===== src/design/abx_cfg.svh =====
// Purpose: constants of the add, and and branch execution block
// Assumes: included by its bare name
// Notes:   offsets, field positions, opcodes and reset values
`ifndef ABX_CFG_SVH
`define ABX_CFG_SVH

// ----------------------------------------------------------------
// register offsets on the software port
// ----------------------------------------------------------------
`define ABX_REG_WORK   4'h0
`define ABX_REG_STATUS 4'h1
`define ABX_REG_BANK   4'h2
`define ABX_REG_PC     4'h3
`define ABX_REG_CTRL   4'h4

// ----------------------------------------------------------------
// status and control bit positions
// ----------------------------------------------------------------
`define ABX_ST_C   0
`define ABX_ST_DC  1
`define ABX_ST_Z   2
`define ABX_ST_OV  3
`define ABX_ST_N   4
`define ABX_CTL_RUN 0
`define ABX_CTL_EXT 1

// ----------------------------------------------------------------
// reset values
// ----------------------------------------------------------------
`define ABX_RST_WORK   8'h00
`define ABX_RST_STATUS 5'h00
`define ABX_RST_BANK   4'h0
`define ABX_RST_PC     14'h0000
`define ABX_RST_RUN    1'b1
`define ABX_RST_EXT    1'b0

// ----------------------------------------------------------------
// opcodes and addressing
// ----------------------------------------------------------------
`define ABX_OPC_ADDC   6'h08
`define ABX_OPC_ANDL   8'h0B
`define ABX_OPC_ANDF   6'h05
`define ABX_OPC_BCLR   4'h9
`define ABX_OPC_BRPFX  4'hE
`define ABX_BR_C       4'h2
`define ABX_BR_NC      4'h3
`define ABX_BR_N       4'h6
`define ABX_BR_NN      4'h7
`define ABX_BR_NOV     4'h5
`define ABX_BR_NZ      4'h1
`define ABX_NOP        16'h0000
`define ABX_IDX_LIMIT  8'h5F
`define ABX_ACC_LOW    4'h0
`define ABX_ACC_HIGH   4'hF
`define ABX_PC_STEP    14'h0002

`endif


===== src/design/abx_pkg.sv =====
// Purpose: shared types of the execution block
// Assumes: nothing
// Notes:   constants live in abx_cfg.svh
`default_nettype none
package abx_pkg;

	typedef enum logic [1:0] {q_one, q_two, q_three, q_four} abx_quarter_type;

	typedef enum logic [2:0] {op_none, op_addc, op_andl, op_andf, op_bclr, op_branch} abx_op_type;

	typedef struct packed {
		abx_quarter_type quarter;
		logic [15:0]     instr;
		logic [11:0]     addr;
		logic [7:0]      result;
		logic [4:0]      flags;
		logic [7:0]      work;
		logic [4:0]      status;
		logic [3:0]      bank;
		logic [13:0]     pc;
		logic            run;
		logic            ext_en;
		logic            skip;
		logic [15:0]     rdata;
	} abx_state_type;

endpackage
`default_nettype wire


===== src/design/abx_alu_if.sv =====
// Purpose: operands and results between decoder and arithmetic unit
// Assumes: one clock domain, purely combinational traffic
// Notes:   none
`timescale 1ns/1ps
`default_nettype none
interface abx_alu_if;
	abx_pkg::abx_op_type op;
	logic [7:0]          work;
	logic [7:0]          fval;
	logic                carry_in;
	logic [2:0]          bit_sel;
	logic [7:0]          result;
	logic [4:0]          flags;

	modport calc (input op, input work, input fval, input carry_in, input bit_sel, output result, output flags);
	modport user (output op, output work, output fval, output carry_in, output bit_sel, input result, input flags);
endinterface
`default_nettype wire


===== src/design/abx_alu.sv =====
// Purpose: add with carry, and, bit clear and the resulting flags
// Assumes: operands stable during the process quarter
// Notes:   flags come out for every op; the caller masks them
`timescale 1ns/1ps
`default_nettype none
`include "abx_cfg.svh"
module abx_alu (
	abx_alu_if.calc bus
);
	logic [4:0] low_sum;
	logic [8:0] full_sum;

	always_comb begin
		low_sum  = {1'b0, bus.work[3:0]} + {1'b0, bus.fval[3:0]} + {4'h0, bus.carry_in};
		full_sum = {1'b0, bus.work} + {1'b0, bus.fval} + {8'h00, bus.carry_in};
		bus.result = bus.fval;
		bus.flags  = 5'h00;
		unique case (bus.op)
			abx_pkg::op_addc: begin
				bus.result = full_sum[7:0];
				bus.flags[`ABX_ST_C]  = full_sum[8];
				bus.flags[`ABX_ST_DC] = low_sum[4];
				bus.flags[`ABX_ST_OV] = (bus.work[7] == bus.fval[7]) && (full_sum[7] != bus.work[7]);
			end
			abx_pkg::op_andl, abx_pkg::op_andf: begin
				bus.result = bus.work & bus.fval;
			end
			abx_pkg::op_bclr: begin
				bus.result = bus.fval & ~(8'h01 << bus.bit_sel);
			end
			abx_pkg::op_none, abx_pkg::op_branch: begin
				bus.result = bus.fval;
			end
		endcase
		bus.flags[`ABX_ST_N] = bus.result[7];
		bus.flags[`ABX_ST_Z] = (bus.result == 8'h00);
	end
endmodule
`default_nettype wire


===== src/design/abx_core.sv =====
// Purpose: decode and execute of add with carry, and, bit clear and branches
// Assumes: memory and program fetch on the same clock; read data one cycle after strobe
// Notes:   one instruction cycle is four clocks, quarters one to four
//
// Local design decisions: the placing of the registers and strobed register access.
`timescale 1ns/1ps
`default_nettype none
`include "abx_cfg.svh"
module abx_core (
	input  wire logic        core_clk_i,
	input  wire logic        rst_n_i,
	input  wire logic [3:0]  reg_addr_i,
	input  wire logic [15:0] reg_wdata_i,
	input  wire logic        reg_wr_i,
	input  wire logic        reg_rd_i,
	output logic      [15:0] reg_rdata_o,
	input  wire logic [15:0] instr_i,
	output logic      [13:0] pc_o,
	output logic             fetch_o,
	output logic             nop_cycle_o,
	input  wire logic [11:0] index_base_i,
	output logic      [11:0] mem_addr_o,
	output logic             mem_rd_o,
	input  wire logic [7:0]  mem_rdata_i,
	output logic             mem_wr_o,
	output logic      [7:0]  mem_wdata_o
);

	// ----------------------------------------------------------------
	// state and decode helpers
	// ----------------------------------------------------------------
	abx_pkg::abx_state_type cur;
	abx_pkg::abx_state_type next_state;
	abx_pkg::abx_op_type    cur_op;
	logic                   cur_taken;
	logic                   file_op;
	logic                   to_file;
	logic [13:0]            br_offset;

	abx_alu_if alu_bus ();

	abx_alu abx_alu_inst (
		.bus (alu_bus)
	);

	function automatic abx_pkg::abx_op_type decode_op(input logic [15:0] ins);
		abx_pkg::abx_op_type op;
		op = abx_pkg::op_none;
		if (ins[15:10] == `ABX_OPC_ADDC) begin
			op = abx_pkg::op_addc;
		end else if (ins[15:8] == `ABX_OPC_ANDL) begin
			op = abx_pkg::op_andl;
		end else if (ins[15:10] == `ABX_OPC_ANDF) begin
			op = abx_pkg::op_andf;
		end else if (ins[15:12] == `ABX_OPC_BCLR) begin
			op = abx_pkg::op_bclr;
		end else if (ins[15:12] == `ABX_OPC_BRPFX && (ins[11:8] == `ABX_BR_C || ins[11:8] == `ABX_BR_NC
				|| ins[11:8] == `ABX_BR_N || ins[11:8] == `ABX_BR_NN
				|| ins[11:8] == `ABX_BR_NOV || ins[11:8] == `ABX_BR_NZ)) begin
			op = abx_pkg::op_branch;
		end
		return op;
	endfunction

	function automatic logic branch_true(input logic [3:0] code, input logic [4:0] st);
		logic hit;
		hit = 1'b0;
		unique case (code)
			`ABX_BR_C:   hit = st[`ABX_ST_C];
			`ABX_BR_NC:  hit = !st[`ABX_ST_C];
			`ABX_BR_N:   hit = st[`ABX_ST_N];
			`ABX_BR_NN:  hit = !st[`ABX_ST_N];
			`ABX_BR_NOV: hit = !st[`ABX_ST_OV];
			`ABX_BR_NZ:  hit = !st[`ABX_ST_Z];
			default:     hit = 1'b0;
		endcase
		return hit;
	endfunction

	// access bank splits at 60h; the part below 60h turns indexed when extension is on
	function automatic logic [11:0] form_addr(input logic [15:0] ins, input logic [3:0] bank,
			input logic ext, input logic [11:0] base);
		logic [11:0] a;
		a = {bank, ins[7:0]};
		if (!ins[8]) begin
			if (ext && ins[7:0] <= `ABX_IDX_LIMIT) begin
				a = base + {4'h0, ins[7:0]};
			end else if (ins[7:0] <= `ABX_IDX_LIMIT) begin
				a = {`ABX_ACC_LOW, ins[7:0]};
			end else begin
				a = {`ABX_ACC_HIGH, ins[7:0]};
			end
		end
		return a;
	endfunction

	assign cur_op    = decode_op(cur.instr);
	assign cur_taken = (cur_op == abx_pkg::op_branch) && branch_true(cur.instr[11:8], cur.status);
	assign file_op   = (cur_op == abx_pkg::op_addc) || (cur_op == abx_pkg::op_andf) || (cur_op == abx_pkg::op_bclr);
	assign to_file   = (cur_op == abx_pkg::op_bclr) || (file_op && cur.instr[9]);
	assign br_offset = {{5{cur.instr[7]}}, cur.instr[7:0], 1'b0};

	// ----------------------------------------------------------------
	// arithmetic unit hookup
	// ----------------------------------------------------------------
	assign alu_bus.op       = cur_op;
	assign alu_bus.work     = cur.work;
	assign alu_bus.fval     = (cur_op == abx_pkg::op_andl) ? cur.instr[7:0] : mem_rdata_i;
	assign alu_bus.carry_in = cur.status[`ABX_ST_C];
	assign alu_bus.bit_sel  = cur.instr[11:9];

	// ----------------------------------------------------------------
	// outputs
	// ----------------------------------------------------------------
	assign reg_rdata_o = cur.rdata;
	assign pc_o        = cur.pc;
	assign fetch_o     = cur.run && (cur.quarter == abx_pkg::q_one);
	assign nop_cycle_o = cur.skip;
	assign mem_addr_o  = cur.addr;
	assign mem_rd_o    = cur.run && (cur.quarter == abx_pkg::q_two) && file_op;
	assign mem_wr_o    = cur.run && (cur.quarter == abx_pkg::q_four) && to_file;
	assign mem_wdata_o = cur.result;

	// ----------------------------------------------------------------
	// next state
	// ----------------------------------------------------------------
	always_comb begin
		next_state = cur;
		next_state.rdata = 16'h0000;
		if (cur.run) begin
			unique case (cur.quarter)
				abx_pkg::q_one: begin
					next_state.quarter = abx_pkg::q_two;
					// a flushed slot decodes as a no-operation
					next_state.instr = cur.skip ? `ABX_NOP : instr_i;
					next_state.skip  = 1'b0;
					// flushed slot holds the counter so the branch target is fetched next
					next_state.pc    = cur.skip ? cur.pc : cur.pc + `ABX_PC_STEP;
					next_state.addr  = form_addr(instr_i, cur.bank, cur.ext_en, index_base_i);
				end
				abx_pkg::q_two: begin
					next_state.quarter = abx_pkg::q_three;
				end
				abx_pkg::q_three: begin
					next_state.quarter = abx_pkg::q_four;
					next_state.result  = alu_bus.result;
					next_state.flags   = alu_bus.flags;
				end
				abx_pkg::q_four: begin
					next_state.quarter = abx_pkg::q_one;
					if (cur_op == abx_pkg::op_andl || ((cur_op == abx_pkg::op_addc
							|| cur_op == abx_pkg::op_andf) && !cur.instr[9])) begin
						next_state.work = cur.result;
					end
					if (cur_op == abx_pkg::op_addc) begin
						next_state.status = cur.flags;
					end
					if (cur_op == abx_pkg::op_andl || cur_op == abx_pkg::op_andf) begin
						next_state.status[`ABX_ST_N] = cur.flags[`ABX_ST_N];
						next_state.status[`ABX_ST_Z] = cur.flags[`ABX_ST_Z];
					end
					if (cur_taken) begin
						next_state.pc   = cur.pc + br_offset;
						next_state.skip = 1'b1;
					end
				end
			endcase
		end
		// software access goes last so a write in the same cycle wins
		if (reg_wr_i) begin
			unique case (reg_addr_i)
				`ABX_REG_WORK:   next_state.work   = reg_wdata_i[7:0];
				`ABX_REG_STATUS: next_state.status = reg_wdata_i[4:0];
				`ABX_REG_BANK:   next_state.bank   = reg_wdata_i[3:0];
				`ABX_REG_PC:     next_state.pc     = {reg_wdata_i[13:1], 1'b0};
				`ABX_REG_CTRL: begin
					next_state.run    = reg_wdata_i[`ABX_CTL_RUN];
					next_state.ext_en = reg_wdata_i[`ABX_CTL_EXT];
				end
				default: begin
				end
			endcase
		end
		if (reg_rd_i) begin
			unique case (reg_addr_i)
				`ABX_REG_WORK:   next_state.rdata = {8'h00, cur.work};
				`ABX_REG_STATUS: next_state.rdata = {11'h000, cur.status};
				`ABX_REG_BANK:   next_state.rdata = {12'h000, cur.bank};
				`ABX_REG_PC:     next_state.rdata = {2'h0, cur.pc};
				`ABX_REG_CTRL:   next_state.rdata = {13'h0000, cur.skip, cur.ext_en, cur.run};
				default:         next_state.rdata = 16'h0000;
			endcase
		end
	end

	// ----------------------------------------------------------------
	// state register
	// ----------------------------------------------------------------
	always_ff @(posedge core_clk_i) begin
		if (!rst_n_i) begin
			cur.quarter <= abx_pkg::q_one;
			cur.instr   <= `ABX_NOP;
			cur.addr    <= 12'h000;
			cur.result  <= 8'h00;
			cur.flags   <= 5'h00;
			cur.work    <= `ABX_RST_WORK;
			cur.status  <= `ABX_RST_STATUS;
			cur.bank    <= `ABX_RST_BANK;
			cur.pc      <= `ABX_RST_PC;
			cur.run     <= `ABX_RST_RUN;
			cur.ext_en  <= `ABX_RST_EXT;
			cur.skip    <= 1'b0;
			cur.rdata   <= 16'h0000;
		end else begin
			cur <= next_state;
		end
	end

	// ----------------------------------------------------------------
	// checks
	// ----------------------------------------------------------------
	add_carry_sum_a: assert property (@(posedge core_clk_i) disable iff (!rst_n_i)
		cur.run && cur.quarter == abx_pkg::q_three && cur_op == abx_pkg::op_addc && !reg_wr_i
		|=> cur.result == 8'($past(cur.work) + $past(mem_rdata_i) + {7'h00, $past(cur.status[`ABX_ST_C])}))
		else $error("add with carry result wrong");

	add_flags_a: assert property (@(posedge core_clk_i) disable iff (!rst_n_i)
		cur.run && cur.quarter == abx_pkg::q_four && cur_op == abx_pkg::op_addc && !reg_wr_i
		|=> cur.status == $past(cur.flags) && cur.status[`ABX_ST_Z] == ($past(cur.result) == 8'h00))
		else $error("add flags not taken");

	dest_work_a: assert property (@(posedge core_clk_i) disable iff (!rst_n_i)
		cur.run && cur.quarter == abx_pkg::q_four && file_op && cur_op != abx_pkg::op_bclr && !reg_wr_i
		|-> mem_wr_o == cur.instr[9] and (cur.instr[9] or ##1 cur.work == $past(cur.result)))
		else $error("destination select wrong");

	bank_addr_a: assert property (@(posedge core_clk_i) disable iff (!rst_n_i)
		cur.quarter == abx_pkg::q_two && $past(cur.run) && cur.instr[8] && !cur.skip
		|-> mem_addr_o == {$past(cur.bank), cur.instr[7:0]})
		else $error("banked address wrong");

	indexed_addr_a: assert property (@(posedge core_clk_i) disable iff (!rst_n_i)
		cur.quarter == abx_pkg::q_two && $past(cur.run) && !cur.instr[8] && $past(cur.ext_en) && !$past(cur.skip)
		&& cur.instr[7:0] <= `ABX_IDX_LIMIT
		|-> mem_addr_o == $past(index_base_i) + {4'h0, cur.instr[7:0]})
		else $error("indexed address wrong");

	and_flags_a: assert property (@(posedge core_clk_i) disable iff (!rst_n_i)
		cur.run && cur.quarter == abx_pkg::q_four && !reg_wr_i
		&& (cur_op == abx_pkg::op_andl || cur_op == abx_pkg::op_andf)
		|=> cur.status[`ABX_ST_C] == $past(cur.status[`ABX_ST_C]) && cur.status[`ABX_ST_OV] == $past(cur.status[`ABX_ST_OV])
		&& cur.status[`ABX_ST_DC] == $past(cur.status[`ABX_ST_DC]))
		else $error("and altered other flags");

	branch_target_a: assert property (@(posedge core_clk_i) disable iff (!rst_n_i)
		cur.run && cur.quarter == abx_pkg::q_four && cur_taken && !reg_wr_i
		|=> cur.pc == $past(cur.pc) + $past(br_offset) && cur.skip)
		else $error("branch target wrong");

	branch_cycles_a: assert property (@(posedge core_clk_i) disable iff (!rst_n_i)
		cur.run && cur.quarter == abx_pkg::q_four && cur_op == abx_pkg::op_branch && !cur_taken && !reg_wr_i
		|=> !cur.skip && cur.pc == $past(cur.pc))
		else $error("untaken branch cost a cycle");

	flush_slot_a: assert property (@(posedge core_clk_i) disable iff (!rst_n_i)
		cur.run && cur.skip && cur.quarter == abx_pkg::q_one && !reg_wr_i
		|=> cur.instr == `ABX_NOP && !mem_rd_o ##2 !mem_wr_o)
		else $error("second cycle not a no-operation");

	bit_clear_a: assert property (@(posedge core_clk_i) disable iff (!rst_n_i)
		cur.run && cur.quarter == abx_pkg::q_four && cur_op == abx_pkg::op_bclr && !reg_wr_i
		|-> mem_wr_o && !mem_wdata_o[cur.instr[11:9]] ##1 cur.status == $past(cur.status))
		else $error("bit clear wrong");

	flush_pc_a: assert property (@(posedge core_clk_i) disable iff (!rst_n_i)
		cur.run && cur.skip && cur.quarter == abx_pkg::q_one && !reg_wr_i
		|=> cur.pc == $past(cur.pc))
		else $error("flushed slot moved the counter");

	access_bank_a: assert property (@(posedge core_clk_i) disable iff (!rst_n_i)
		cur.quarter == abx_pkg::q_two && $past(cur.run) && !$past(cur.skip) && !cur.instr[8]
		&& !($past(cur.ext_en) && cur.instr[7:0] <= `ABX_IDX_LIMIT)
		|-> mem_addr_o == {(cur.instr[7:0] <= `ABX_IDX_LIMIT) ? `ABX_ACC_LOW : `ABX_ACC_HIGH, cur.instr[7:0]})
		else $error("access bank address wrong");

	and_literal_a: assert property (@(posedge core_clk_i) disable iff (!rst_n_i)
		cur.run && cur.quarter == abx_pkg::q_three && cur_op == abx_pkg::op_andl
		|=> cur.result == ($past(cur.work) & $past(cur.instr[7:0])))
		else $error("and literal result wrong");

	and_file_a: assert property (@(posedge core_clk_i) disable iff (!rst_n_i)
		cur.run && cur.quarter == abx_pkg::q_three && cur_op == abx_pkg::op_andf
		|=> cur.result == ($past(cur.work) & $past(mem_rdata_i)))
		else $error("and file result wrong");

	// ----------------------------------------------------------------
	// branch decisions, judged by the flush that follows
	// ----------------------------------------------------------------
	branch_carry_a: assert property (@(posedge core_clk_i) disable iff (!rst_n_i)
		cur.run && cur.quarter == abx_pkg::q_four && cur.instr[15:8] == {`ABX_OPC_BRPFX, `ABX_BR_C}
		|=> cur.skip == $past(cur.status[`ABX_ST_C]))
		else $error("carry branch decision wrong");

	branch_no_carry_a: assert property (@(posedge core_clk_i) disable iff (!rst_n_i)
		cur.run && cur.quarter == abx_pkg::q_four && cur.instr[15:8] == {`ABX_OPC_BRPFX, `ABX_BR_NC}
		|=> cur.skip == !$past(cur.status[`ABX_ST_C]))
		else $error("no carry branch decision wrong");

	branch_neg_a: assert property (@(posedge core_clk_i) disable iff (!rst_n_i)
		cur.run && cur.quarter == abx_pkg::q_four && cur.instr[15:8] == {`ABX_OPC_BRPFX, `ABX_BR_N}
		|=> cur.skip == $past(cur.status[`ABX_ST_N]))
		else $error("negative branch decision wrong");

	branch_not_neg_a: assert property (@(posedge core_clk_i) disable iff (!rst_n_i)
		cur.run && cur.quarter == abx_pkg::q_four && cur.instr[15:8] == {`ABX_OPC_BRPFX, `ABX_BR_NN}
		|=> cur.skip == !$past(cur.status[`ABX_ST_N]))
		else $error("not negative branch decision wrong");

	branch_no_ovf_a: assert property (@(posedge core_clk_i) disable iff (!rst_n_i)
		cur.run && cur.quarter == abx_pkg::q_four && cur.instr[15:8] == {`ABX_OPC_BRPFX, `ABX_BR_NOV}
		|=> cur.skip == !$past(cur.status[`ABX_ST_OV]))
		else $error("no overflow branch decision wrong");

	branch_not_zero_a: assert property (@(posedge core_clk_i) disable iff (!rst_n_i)
		cur.run && cur.quarter == abx_pkg::q_four && cur.instr[15:8] == {`ABX_OPC_BRPFX, `ABX_BR_NZ}
		|=> cur.skip == !$past(cur.status[`ABX_ST_Z]))
		else $error("not zero branch decision wrong");

endmodule
`default_nettype wire


===== config.mk =====
export PLATFORM = sky130hd
export DESIGN_NAME = abx_core
export DESIGN_NICKNAME = d
export VERILOG_FILES = /design/src/design/abx_pkg.sv /design/src/design/abx_alu_if.sv /design/src/design/abx_alu.sv /design/src/design/abx_core.sv
export VERILOG_INCLUDE_DIRS = /design/src /design/src/design
export SDC_FILE = /design/constraint.sdc
export NUM_CORES = 1
export LEC_CHECK = 0
export ABC_CLOCK_PERIOD_IN_PS = 4300
export BUFFER_PORTS_ARGS = -buffer_cell sky130_fd_sc_hd__clkbuf_2
export CORE_AREA = 2 2 159 161
export DETAILED_ROUTE_END_ITERATION = 8
export DIE_AREA = 0 0 161 163
export PLACE_DENSITY = 0.53
export SKIP_CTS_REPAIR_TIMING = 1
export SLEW_MARGIN = 25
export SYNTH_ARGS = -nofsm -noshare
export SYNTH_HDL_FRONTEND = slang
export SYNTH_HIERARCHICAL = 1
export SYNTH_SLANG_ARGS = --single-unit

===== constraint.sdc =====
create_clock -name core_clk_i -period 4.3 [get_ports core_clk_i]
set_input_delay 0.86 -clock core_clk_i [delete_from_list [all_inputs] [get_ports core_clk_i]]
set_output_delay 0.86 -clock core_clk_i [all_outputs]
set_load 0.1 [all_outputs]

==> flow_summary_export.csv <==
group,metric,value,unit
floorplanning,initial_core_util,0.265,
power_and_ir_drop,cellPowerDensity,440,nW/um^2
synth,synth_cell_types,73,
grt,grt_first_pass_wirelength,32000,um
clock_network,clock-sinks,90,
timing,max_clock_freq,0.261,GHz
power_and_ir_drop,clkPwrFrac,0.266,
timing,drv_slew,0,
clock_network,clk_latency,0.36,ns
synth,ys.flop_type,"dfxtp_1",
detailed_routing,post_drt_via_cell_ratio,5.03,
timing,maxSlewHeadroom,0.376,
power_and_ir_drop,ir_drop,271,uV
finish,drive_above_1_share,0.181,
timing,hold_ws,0.469,ns
grt,gr-total-overflow,0,
floorplanning,die_y,163,um
floorplanning,num_rows,58,
setup_path,critPathCaptureType,"flop",
power_and_ir_drop,power.internal,0.00174,W
timing,rsz0062_at_grt,"false",
placed_design,hpwlAfterDp,15700,um
clock_network,cts.reportedPaths.clkPinSlew,0.07,ns
floorplanning,die-area,26200,um^2
synth,synth-seq-area-share,0.276,
detailed_routing,ant_nets,0,
timing,fin_crit,3.82,ns
power_and_ir_drop,p_sw_frac,0.464,
detailed_routing,met2_length,8710,um
synth,yosysWarnings,6,
power_and_ir_drop,p_sw,0.00151,W
clock_network,cts_max_path_buffers,2,
detailed_routing,dr.pass1.iters,5,
floorplanning,core,24700,um^2
timing,setup_viol,0,
synth,avgSynthCellArea,7.81,um^2
clock_network,cts_tree,"done",
floorplanning,io_pins,114,
detailed_routing,wire_per_inst,16.9,um
detailed_routing,drc,0,
min_path,min_path_type,"flop to flop",
timing,worst_slew_pin_slew,0.930,ns
timing,final.period_utilization,0.889,
flow_run,maxCapViolCount,0,
placed_design,pre_cts_slack,0.540,ns
synth,syn_inst,836,
run_status,status,"finished clean",
timing,fin_skew,0.0127,ns
setup_path,startpoint_type,"flop",
timing,hold_violations,0,
timing,totalNegativeSetupSlack,0,ns
finish,nets,977,
synth,synth_area,6530,um^2
synth,synth-edff-count,0,
grt,antenna_found_initial,1,
grt,grt_max_degree,42,
detailed_routing,dr.max_layer_used,"met5",
placed_design,io_buffers,108,
detailed_routing,via_count,6116,
timing,setup_ws,0.475,ns
detailed_routing,met1_length,10200,um
setup_path,critPathMaxFanout,11,
power_and_ir_drop,comb_power_share,0.411,
synth,ys_ff_latch,90,
finish,antenna_cells,0,
synth,synth_most_common_cell,"nand2_1",
power_and_ir_drop,seqPwrFrac,0.323,
setup_path,critical_path_class,"flop to flop",
finish,area_growth_syn_to_layout,12.9,%
power_and_ir_drop,leakage,3.08,nW
synth,synth_area_leaders,"dfxtp_1 (28%), nand2_1 (6.4%), ha_1 (6.1%)",
grt,grt_pass1_vias,5673,
synth,yosys.area.top_type,"dfxtp_1",
clock_network,htree_levels,3,
synth,yosysTopAreaCellShare,0.276,
clock_network,cts_root_buf,"clkbuf_16",
detailed_routing,drtIter0Drc,261,
setup_path,critPathArrivalTime,4.09,ns
floorplanning,die_w,161,um
synth,async_reset_ff_frac,0,
detailed_routing,drt-total-wl,20600,um
setup_path,critPathRequiredTime,4.57,ns
synth,synth_common_cells,"nand2_1 (111), dfxtp_1 (90), o21ai_0 (72), a21oi_1 (71), buf_4 (51)",
placed_design,gp_congestion,0.871,
clock_network,cts_buffers,9,
grt,grt_use_total,0.156,
detailed_routing,wl_met3,1280,um
==> power by group through the flow <==
stage	sequential, W	combinational, W	clock [W]
after global routing	0.00106	0.00145	0.000914
final	0.00105	0.00133	0.000863
after global placement	0.00107	0.00132	0
after floorplan	0.00102	0.00112	0
after detailed placement	0.00107	0.00133	0
after CTS	0.00105	0.00133	0.000883
==> stage by stage <==
step	total power [W]	area, um^2	std cells	util
finish	0.00324	7380	1216	0.299
global route	0.00342	7380	1216	0.299
CTS	0.00327	7380	1216	0.299
detailed placement	0.00240	7060	1200	0.286
global placement	0.00239	7060	1200	0.286
floorplan	0.00215	6540	838	-
==> state kept, by name (all words and copies together), names as in the netlist, 3 cells and up <==
name / count
alu_bus.work: 8
pc_o: 13
alu_bus.bit_sel: 3
cur: 22
mem_addr_o: 12
reg_rdata_o: 14
mem_wdata_o: 8
br_offset: 8
==> critical path, stage by stage (launching register included) <==
cell and delay [ns]:
dfxtp_1 0.52, and4bb_2 0.27, nand2_1 0.08, mux2_2 0.26, inv_1 0.07, fa_1 0.41
inv_1 0.09, fa_1 0.43, mux2i_1 0.15, nor2_1 0.06, a311oi_1 0.27, a31oi_1 0.12
or4_1 0.59, nor4_2 0.16, nand2_1 0.08, a21boi_0 0.18
==> kinds of logic after synthesis <==
logic type | Yosys count | synth area share
buf+inv | 112 | 0.0940
simple gates | 278 | 0.216
compound gates | 260 | 0.251
mux | 39 | 0.0622
flops | 90 | 0.276
fa+ha+maj | 36 | 0.0735
other cells | 1 | 0.000574
xor+xnor | 20 | 0.0268
==> area by class of cell <==
| cell class | instances | area (um^2) |
|---|---|---|
| Tap cell | 330 | 413 |
| Timing Repair Buffer | 120 | 631 |
| Fill cell | 2721 | 17300 |
| Multi-Input combinational cell | 636 | 4120 |
| Clock buffer | 9 | 225 |
| Inverter | 24 | 90.1 |
| Clock inverter | 7 | 92.6 |
| Sequential cell | 90 | 1800 |
==> layer usage <==
layer | up-vias | GRT usage
li1 | 3102 | -
met1 | 2807 | 0.222
met2 | 183 | 0.234
met3 | 22 | 0.0349
met4 | 2 | 0.0459
met5 | - | 0
==> worst paths after layout <==
kind | startpoint | end | slack (ns) | cells after the start
worst min register to register | cur[54]$_SDFFE_PN0P_ | cur[54]$_SDFFE_PN0P_ | 0.47 | 2
worst max register to register | alu_bus.bit_sel[2]$_SDFFE_PN0P_ | cur[52]$_SDFFE_PN0P_ | 0.48 | 15
worst min-delay path | cur[54]$_SDFFE_PN0P_ | cur[54]$_SDFFE_PN0P_ | 0.47 | 2
worst max-delay path | alu_bus.bit_sel[2]$_SDFFE_PN0P_ | cur[52]$_SDFFE_PN0P_ | 0.48 | 15
==> layout by cell type, fill, tap and decap left out, drive strengths merged, types with 6 or more instances in the layout <==
cell	instances
clkbuf	117
nand2	111
dfxtp	90
o21ai	74
a21oi	71
nor2	49
ha	32
inv	27
mux2i	26
nor3	17
nand3	16
xnor2	15
nand3b	15
mux2	13
a31oi	13
a21boi	13
o211ai	12
a22oi	12
buf	12
and2	12
a211oi	11
and3	9
a21o	7
nor3b	6
nor2b	6
o211a	6
Note: power is estimated with default switching activity, not from simulation.
